## config.mk

```make
export PLATFORM = sky130hd
export DESIGN_NAME = eeprom_timebase_auto_program
export DESIGN_NICKNAME = d
export VERILOG_FILES = /design/src/extclk_edge_sync.v /design/src/eeprom_timebase_auto_program.v
export VERILOG_INCLUDE_DIRS = /design/src
export SDC_FILE = /design/constraint.sdc
export NUM_CORES = 1
export LEC_CHECK = 0
export ABC_AREA = 1
export BUFFER_PORTS_ARGS = -buffer_cell sky130_fd_sc_hd__buf_2
export CORE_MARGIN = 2
export CORE_UTILIZATION = 45
export DETAILED_ROUTE_END_ITERATION = 7
export MAX_ROUTING_LAYER = met4
export PLACE_DENSITY = 0.65
export SLEW_MARGIN = 20
export SYNTH_ARGS = -nofsm -noshare
export SYNTH_HDL_FRONTEND = slang
export SYNTH_SLANG_ARGS = --single-unit
export TNS_END_PERCENT = 1
```

## constraint.sdc

```tcl
create_clock -name clk_i -period 2.31 [get_ports clk_i]
set_input_delay 0.1155 -clock clk_i [delete_from_list [all_inputs] [get_ports clk_i]]
set_output_delay 0.1155 -clock clk_i [all_outputs]
set_load 0.1 [all_outputs]
```

## src/eeprom_timebase_defs.vh

```
`ifndef EEPROM_TIMEBASE_DEFS_VH
`define EEPROM_TIMEBASE_DEFS_VH

// ****************************************************************
// Field layout
// ****************************************************************
`define PRESCALE_W 10
`define DIV_HIGH_W 2
`define DIV_LOW_W 8
`define CTRL_W 8
`define CTRL_PGM_BIT 0
`define CTRL_AUTO_BIT 5
`define CTRL_RESET_VAL 8'h00
`define DIV_HIGH_RESET_VAL 2'h0
`define DIV_LOW_RESET_VAL 8'h00

// ****************************************************************
// Timing
// ****************************************************************
`define TICK_CNT_W 16
`define AUTO_PULSE_TICKS 16'h0028
`define SYNC_STAGES 3

`endif

```

## src/extclk_edge_sync.v

```verilog
`timescale 1ns/1ps
`default_nettype none

// ****************************************************************
// Three-stage synchroniser with rising-edge detect
// ****************************************************************
module extclk_edge_sync (
    input wire clk_i,
    input wire rst_i,
    input wire ce_i,
    input wire async_i,
    output reg rise_o
);
    reg s1_q;
    reg s2_q;
    reg s3_q;
    reg level_q;

    // Stage one feeds only stage two. A level counts once stages two and
    // three agree, which also drops a glitch lasting a single cycle.
    always @(posedge clk_i or posedge rst_i) begin
        if (rst_i) begin
            s1_q <= 1'b0;
            s2_q <= 1'b0;
            s3_q <= 1'b0;
            level_q <= 1'b0;
            rise_o <= 1'b0;
        end else if (ce_i) begin
            s1_q <= async_i;
            s2_q <= s1_q;
            s3_q <= s2_q;
            if (s2_q == s3_q)
                level_q <= s3_q;
            rise_o <= (s2_q == s3_q) && s3_q && !level_q;
        end
    end
endmodule // extclk_edge_sync

`default_nettype wire

```

## src/eeprom_timebase_auto_program.v

```verilog
// Function
// - Divide external clock for program time base
// - Ten-bit prescaler split over high, low registers
// - Divider registers reload from shadow on first enabled edge after reset
// - Automatic timing enable at control bit five
// - Auto mode times pulse, clears program bit
`timescale 1ns/1ps
`default_nettype none
`include "eeprom_timebase_defs.vh"

module eeprom_timebase_auto_program (
    input wire clk_i,
    input wire rst_i,
    input wire ce_i,
    input wire external_clock_input_i,
    input wire [`PRESCALE_W-1:0] shadow_prescale_i,
    input wire div_high_we_i,
    input wire [`DIV_HIGH_W-1:0] div_high_wdata_i,
    input wire div_low_we_i,
    input wire [`DIV_LOW_W-1:0] div_low_wdata_i,
    input wire ctrl_we_i,
    input wire [`CTRL_W-1:0] ctrl_wdata_i,
    output reg [`DIV_HIGH_W-1:0] eeprom_divider_high_o,
    output reg [`DIV_LOW_W-1:0] eeprom_divider_low_o,
    output reg [`CTRL_W-1:0] eeprom_program_control_o,
    output reg program_pulse_enable_o,
    output reg timebase_tick_o,
    output reg auto_done_o
);
    // ****************************************************************
    // Divider registers and shadow reload
    // ****************************************************************
    // Reset values are constants; the shadow word is caught on the first
    // enabled edge after release so no port feeds the asynchronous reset.
    reg load_pending_q;
    reg [`DIV_HIGH_W-1:0] div_high_d;
    reg [`DIV_LOW_W-1:0] div_low_d;

    // The load edge wins over any divider write, so software cannot race
    // the shadow copy in the first cycle after reset.
    always @* begin
        div_high_d = eeprom_divider_high_o;
        div_low_d = eeprom_divider_low_o;
        if (load_pending_q) begin
            div_high_d =
                shadow_prescale_i[`PRESCALE_W-1:`DIV_LOW_W];
            div_low_d =
                shadow_prescale_i[`DIV_LOW_W-1:0];
        end else begin
            if (div_high_we_i)
                div_high_d = div_high_wdata_i;
            if (div_low_we_i)
                div_low_d = div_low_wdata_i;
        end
    end

    always @(posedge clk_i or posedge rst_i) begin
        if (rst_i) begin
            load_pending_q <= 1'b1;
            eeprom_divider_high_o <= `DIV_HIGH_RESET_VAL;
            eeprom_divider_low_o <= `DIV_LOW_RESET_VAL;
        end else if (ce_i) begin
            load_pending_q <= 1'b0;
            eeprom_divider_high_o <= div_high_d;
            eeprom_divider_low_o <= div_low_d;
        end
    end

    // The two halves are joined here; a write to one half takes effect at
    // once, so software should write both before starting a pulse.
    wire [`PRESCALE_W-1:0] prescale;
    assign prescale = {eeprom_divider_high_o, eeprom_divider_low_o};

    // ****************************************************************
    // External clock time base
    // ****************************************************************
    wire ext_rise;

    // An external rising edge reaches the prescaler some four bus cycles
    // late; the delay is constant, so it shifts the time base but never
    // changes its period.
    extclk_edge_sync u_sync (
        .clk_i(clk_i),
        .rst_i(rst_i),
        .ce_i(ce_i),
        .async_i(external_clock_input_i),
        .rise_o(ext_rise)
    );

    // ****************************************************************
    // Prescaler
    // ****************************************************************
    // Counting external edges keeps the tick rate independent of the bus
    // clock; the external clock must stay well below a quarter of the bus rate.
    reg [`PRESCALE_W-1:0] pre_cnt_q;
    reg [`PRESCALE_W-1:0] pre_cnt_d;
    reg tick_d;

    // A count above a freshly lowered prescale wraps on the next edge
    // instead of running round the whole ten-bit range.
    always @* begin
        pre_cnt_d = pre_cnt_q;
        tick_d = 1'b0;
        if (ext_rise) begin
            if (pre_cnt_q >= prescale) begin
                pre_cnt_d = {`PRESCALE_W{1'b0}};
                tick_d = 1'b1;
            end else begin
                pre_cnt_d = pre_cnt_q + 10'h001;
            end
        end
    end

    always @(posedge clk_i or posedge rst_i) begin
        if (rst_i) begin
            pre_cnt_q <= {`PRESCALE_W{1'b0}};
            timebase_tick_o <= 1'b0;
        end else if (ce_i) begin
            pre_cnt_q <= pre_cnt_d;
            timebase_tick_o <= tick_d;
        end
    end

    // ****************************************************************
    // Program control and automatic pulse timing
    // ****************************************************************
    localparam ST_IDLE = 2'b01;
    localparam ST_TIME = 2'b10;

    reg [1:0] state_q;
    reg [1:0] state_d;
    reg [`TICK_CNT_W-1:0] tick_cnt_q;
    reg [`TICK_CNT_W-1:0] tick_cnt_d;
    reg [`CTRL_W-1:0] ctrl_d;
    reg pulse_d;
    reg done_d;
    wire auto_en;
    assign auto_en = eeprom_program_control_o[`CTRL_AUTO_BIT];
    wire pgm_now;
    assign pgm_now = eeprom_program_control_o[`CTRL_PGM_BIT];
    wire start_auto;
    // Timing starts only on the write that raises the pulse bit, so a
    // manual pulse already running is never taken over by hardware.
    assign start_auto = ctrl_we_i && ctrl_wdata_i[`CTRL_PGM_BIT] &&
        ctrl_wdata_i[`CTRL_AUTO_BIT] && !pgm_now;
    wire last_tick;
    // The count starts at zero, so the last tick is one below the total.
    assign last_tick = (tick_cnt_q == `AUTO_PULSE_TICKS - 16'h0001);

    // ****************************************************************
    // Next-state logic
    // ****************************************************************
    // Software may rewrite the control word at any time; a write that
    // clears the pulse or auto bit aborts the timed pulse. Hardware
    // completion yields to a simultaneous software write, so a new
    // request is never lost to a stale finish.
    always @* begin
        state_d = state_q;
        tick_cnt_d = tick_cnt_q;
        ctrl_d = eeprom_program_control_o;
        done_d = 1'b0;
        if (ctrl_we_i)
            ctrl_d = ctrl_wdata_i;
        case (state_q)
            ST_IDLE: begin
                tick_cnt_d = {`TICK_CNT_W{1'b0}};
                if (start_auto)
                    state_d = ST_TIME;
            end
            ST_TIME: begin
                if (ctrl_we_i) begin
                    if (!ctrl_wdata_i[`CTRL_PGM_BIT] ||
                        !ctrl_wdata_i[`CTRL_AUTO_BIT])
                        state_d = ST_IDLE;
                end else if (!auto_en || !pgm_now) begin
                    state_d = ST_IDLE;
                end else if (timebase_tick_o) begin
                    if (last_tick) begin
                        ctrl_d[`CTRL_PGM_BIT] = 1'b0;
                        done_d = 1'b1;
                        state_d = ST_IDLE;
                    end else begin
                        tick_cnt_d = tick_cnt_q + 16'h0001;
                    end
                end
            end
            default: begin
                state_d = ST_IDLE;
            end
        endcase
        // Manual mode leaves the pulse length entirely to software.
        pulse_d = ctrl_we_i ? ctrl_wdata_i[`CTRL_PGM_BIT] : pgm_now;
    end

    // ****************************************************************
    // State registers
    // ****************************************************************
    always @(posedge clk_i or posedge rst_i) begin
        if (rst_i) begin
            state_q <= ST_IDLE;
            tick_cnt_q <= {`TICK_CNT_W{1'b0}};
            eeprom_program_control_o <= `CTRL_RESET_VAL;
            program_pulse_enable_o <= 1'b0;
            auto_done_o <= 1'b0;
        end else if (ce_i) begin
            state_q <= state_d;
            tick_cnt_q <= tick_cnt_d;
            eeprom_program_control_o <= ctrl_d;
            program_pulse_enable_o <= pulse_d;
            auto_done_o <= done_d;
        end
    end
endmodule // eeprom_timebase_auto_program

`default_nettype wire

```

* Yosys cells after proc, flatten, opt, wreduce, memory -nomap -nowiden
Cells that the tools add are included.
Cells by class: $lt $le $gt $ge 1, multiply operators 0, eq/ne operators 12, reduce and logical (&&, ||, !) cells 22, shift-type cells 0, $add $sub $neg 2, muxes and demuxes 31, div/mod/pow operators 0, bitwise operators 0
Operators with widths (count):
- 16-bit two-way mux | 4
- 16-bit case mux with 2 select lines | 1
- 16-bit by 1-bit adder with 16-bit output (second input constant) | 1
- 16-bit by 6-bit equality test with 1-bit output (second input constant) | 1
- 2-bit two-way mux | 8
- 8-bit two-way mux | 2
- 1-bit two-way mux | 14
- 10-bit by 1-bit adder with 10-bit output (second input constant) | 1
- 10-bit >= comparator | 1
- 10-bit two-way mux | 1
- 2-bit inequality test (second input constant) | 5
- 2-bit AND reduction | 5
- 4-bit inequality test (second input constant) | 2
- 6-bit AND reduction | 1
- 2-bit nonzero test | 3
- 1-bit logical AND | 5
- 1-bit zero test | 5
- 5-bit AND reduction | 1
- 2-bit case mux with 2 select lines | 1
- 3-bit inequality test (second input constant) | 1
- 2-bit by 1-bit equality test with 1-bit output (second input constant) | 1
- 2-bit equality test (second input constant) | 1
- 1-bit logical OR | 2
- 1-bit equality test | 1
Word-level totals: bits in read-only memories 0, latch bits 0, output and inout port bits 21, memories kept 0, memory bits (writable) 0, register bits 55

* Longest topological paths before layout
depth after elaboration 6, depth in mapped cells 12

* Cells and area by module
From an unflattened synthesis, not the netlist that was laid out.
Unflattened totals: cells, all modules 431, area total of the unflattened synthesis 3224.3 µm²
Modules (own cells, without submodules):
- eeprom_timebase_auto_program | cells each 406, instances 1, seq. area each 1253.7 µm², area an instance 3006.6 µm²
- extclk_edge_sync | cells each 25, instances 1, seq. area each 125.1 µm², area an instance 217.7 µm²

* Least setup slack after synthesis
Ideal clock, no wire load.
kind reg2reg, start register eeprom_divider_high_o[1], end register pre_cnt_q[0], slack 0.118 ns, period minus slack after synthesis 2.192 ns, stages on the path, launching flop included 9, setup time 0.130 ns, data arrival time 2.062 ns, buffers on the path 0, required time 2.180 ns, cell sequence dfrtp_1 > inv_1 > ha_1 > nand2_1 > nor2_1 > a21boi_0 > nor2_1 > nand2_1 > o21ai_0
On the way: word-level cells in the longest chain between the ends 2
Ends and longest elaborated chain:
- from (decl) | RTL line eeprom_timebase_auto_program.v:23 | output reg [`DIV_HIGH_W-1:0] eeprom_divider_high_o,
- from (signal assigned) | RTL line eeprom_timebase_auto_program.v:60 | eeprom_divider_high_o <= `DIV_HIGH_RESET_VAL;
- from (signal assigned) | RTL line eeprom_timebase_auto_program.v:64 | eeprom_divider_high_o <= div_high_d;
- 10-bit >= comparator | RTL line eeprom_timebase_auto_program.v:105 | if (pre_cnt_q >= prescale) begin
- 10-bit two-way mux | RTL line eeprom_timebase_auto_program.v:105
- to (signal assigned) | RTL line eeprom_timebase_auto_program.v:116 | pre_cnt_q <= {`PRESCALE_W{1'b0}};
- to (signal assigned) | RTL line eeprom_timebase_auto_program.v:119 | pre_cnt_q <= pre_cnt_d;
- to (decl) | RTL line eeprom_timebase_auto_program.v:95 | reg [`PRESCALE_W-1:0] pre_cnt_q;
Every way passes these cells. A chain may end at the register's enable or synchronous reset.

* Worst setup path in the final report
start register pre_cnt_q[9], end register pre_cnt_q[9]
On the way: word-level cells in the longest chain between the ends 2, elaborated cells between the ends (all ways) 3, classes of those cells add/sub: 1; order compare: 1; mux: 1
Ends and longest elaborated chain (RTL line):
- 10-bit by 1-bit adder with 10-bit output or 10-bit >= comparator (tied branches) | eeprom_timebase_auto_program.v:109, eeprom_timebase_auto_program.v:105
- 10-bit two-way mux * | eeprom_timebase_auto_program.v:105
Mark *: on every way between the ends. The rest lies on a longest branch, timed or not.

==> flow_summary.toml <==
[run_status]
status = "finished clean"

[min_path]
hp-class = "in2reg"

[sta]
tns_ns = 0
timing.hold.ws_ns = 0.0271
hold_viol = 0
min_period_ns = 1.75
worst_pin_slew_ns = 0.555
layout_worst_path_cycle_share_pct = 75.7
fin_skew_ns = 0.00896
slew_headroom_pct = 62.9
rsz0062_at_grt = "no"
slew_violations = 0
max_freq_ghz = 0.572
setup_viol = 0

[cells_and_area]
final_core_util_pct = 52.7
area_delta_synth_final_pct = 15.1
final-instance-count-excl-fill = 605
diodes = 0
nets = 553
drive_above_1_share_pct = 17.8

[power_and_ir_drop]
ir_worst_vdd_mv = 0.387
powerDensity_nw_per_um2 = 736
p_int_w = 0.00156
power.static_leakage_nw = 1.90
p_comb_share_pct = 36.4
power_switching_w = 0.00122
seqPwrFrac_pct = 43.6
swShare_pct = 43.7
power.share.clock_pct = 20.0

[clock_network]
clk_pin_slew_ns = 0.11
ctsHoldBuffers = 2
ctsResizeCount = 0
clk_latency_ns = 0.31
ctsRootBufferMaster = "clkbuf_8"
clockBufferDepth = 2
postCtsSetupRepairBufs = 0
cts_tree = "yes"
cts-buffers-inserted = 5
cts_num_sinks = 55
cts_htree_levels = 2

[logic_synthesis]
ys_seq_area_share_pct = 42.0
yosysTopAreaCell = "dfrtp_1"
synth-seq-cells = 55
synth_common_cells = "156 x nand2_1, 61 x nor2_1, 53 x dfrtp_1, 46 x inv_1, 27 x nand3_1"
synth_edf_count = 0
yosys_warnings = 0
synth_cells = 447
yosys_most_used_dff = "dfrtp_1"
synth_area_leaders = "dfrtp_1 40%, nand2_1 18%, nor2_1 7.0%"
async_flop_share_pct = 100
syn_area_um2 = 3280
syn_area_per_cell_um2 = 7.34
synth_top_area_share_pct = 40.4
synth_nets = 495
yosysUniqueCellTypes = 33
yosysMostFrequentCell = "nand2_1"

[global_routing]
grt_start_max_net_pins = 56
grt_pass1_wl_um = 11700
overflow = 0
grt_use_total_pct = 18.8
antenna_found_initial = 0
grt_pass1_vias = 2635

[placed_design]
numPlacedInstances = 595
place.gp.congestion = 0.842
hpwl_um = 5010
io_buffers = 55

[drt]
ant_nets = 0
post_drt_wl_per_cell_um = 11.1
viasPerCell = 4.76
dr.pass1.iters = 4
drtIter0Drc = 90
routed_wirelength_um = 6710
drc = 0
vias = 2882

[worst_setup_path]
crit_arrival_ns = 1.94
crit_start = "pre_cnt_q[9]"
worstSetupEndpoint = "pre_cnt_q[9]"
cp_max_fo = 10
reg2regPathDepth = 7
end_kind = "register"
r2r-start = "pre_cnt_q[9]"
timing.rr.end = "pre_cnt_q[9]"
worstSetupPathType = "reg2reg"
reg2reg_setup_slack_ns = 0.56
required_ns = 2.50
startpoint_type = "register"

[floorplan]
core_um2 = 7180
pin_count = 56
rows = 31
initial_core_util_pct = 45.8
dieArea_um2 = 8000
die_y_um = 89.4
dieWidth_um = 89.4

[run]
max_cap_viol_count = 0
## metal layers
metal	GRT usage, %	share of wire (%)	vias up
li1	-	-	1532
met1	24.6	49	1291
met2	30.2	46	49
met3	2.95	3.0	10
met4	5.43	1.9	0
met5	-	0	-
## state kept, by name, summed over array words and instances (netlist names)
| name | cells |
|---|---|
| u_sync.s2_q | 1 |
| state_q | 2 |
| auto_done_o | 1 |
| tick_cnt_q | 16 |
| eeprom_divider_low_o | 8 |
| eeprom_divider_high_o | 2 |
| u_sync.level_q | 1 |
| eeprom_program_control_o | 8 |
| u_sync.s1_q | 1 |
| timebase_tick_o | 1 |
| load_pending_q | 1 |
| program_pulse_enable_o | 1 |
| u_sync.s3_q | 1 |
| u_sync.rise_o | 1 |
| pre_cnt_q | 10 |
## power groups by stage
stage / Combinational (W) / Clock, W / Sequential [W]
6_report: 0.00101 / 0.000556 / 0.00121
5_1_grt: 0.00112 / 0.000615 / 0.00124
4_1_cts: 0.00103 / 0.000580 / 0.00121
3_5_place_dp: 0.00102 / 0 / 0.00123
3_3_place_gp: 0.00101 / 0 / 0.00122
2_1_floorplan: 0.000499 / 0 / 0.00154
## worst min-delay path by stage
stage | startpoint | end | slack [ns] | cells past startpoint
2_1_floorplan | external_clock_input_i | u_sync.s1_q | 0.23 | 2
3_3_place_gp | rst_i | u_sync.s1_q | 0.19 | 3
3_5_place_dp | rst_i | u_sync.s1_q | 0.20 | 3
4_1_cts | ctrl_wdata_i[1] | eeprom_program_control_o[1] | 0.02 | 2
5_1_grt | ctrl_wdata_i[1] | eeprom_program_control_o[1] | 0.01 | 2
6_report | ctrl_wdata_i[2] | eeprom_program_control_o[2] | 0.03 | 2
## final cells by class
| class | count | area (um^2) |
|---|---|---|
| Fill cell | 728 | 3400 |
| Multi-Input combinational cell | 335 | 1670 |
| Inverter | 49 | 186 |
| Clock buffer | 5 | 68.8 |
| Clock inverter | 3 | 25.0 |
| Sequential cell | 55 | 1380 |
| Tap cell | 99 | 124 |
| Timing Repair Buffer | 59 | 323 |
## per-stage QoR
step / setup WS, ns / instance area [um^2] / power (W)
2_1_floorplan: 0.118 / 3280 / 0.00204
3_3_place_gp: 0.595 / 3660 / 0.00223
3_5_place_dp: 0.536 / 3660 / 0.00225
4_1_cts: 0.523 / 3780 / 0.00282
5_1_grt: 0.324 / 3780 / 0.00297
6_report: 0.562 / 3780 / 0.00278
## worst max-delay path, cell delays in order, from the launching register on
cell	delay (ns)
dfrtp_1	0.42
ha_1	0.31
nand2_1	0.07
nor2_1	0.16
a21boi_0	0.20
nor2_1	0.08
nand2_1	0.26
a21oi_1	0.12
## layout by cell type, fill, tap and decap left out, drive strengths merged
cell	count
xor2	7
clkinvlp	1
dfstp	2
nand4	10
mux2	6
nor3	2
a31oi	11
o21ai	8
a21boi	1
inv	49
dlygate4sd3	2
clkinv	2
nand3b	2
dfrtp	53
nand2	161
o21bai	3
a21oi	14
nand3	27
clkbuf	5
buf	57
nor3b	1
xnor2	3
ha	13
nor2	66
## cells by family (layout without fill, tap and decap cells)
| logic type | Yosys count | count (layout) | share of synthesized area, % |
|---|---|---|---|
| AOI/OAI and AO/OA | 37 | 37 | 6.67 |
| adders and majority gates | 13 | 13 | 4.95 |
| xor gates and xnor gates | 10 | 10 | 2.67 |
| buffers and inverters | 57 | 116 | 7.05 |
| DFF | 55 | 55 | 42.0 |
| muxes | 6 | 6 | 2.06 |
| and+or+nand+nor | 269 | 269 | 34.6 |
Power figures use the tool's default switching activity.
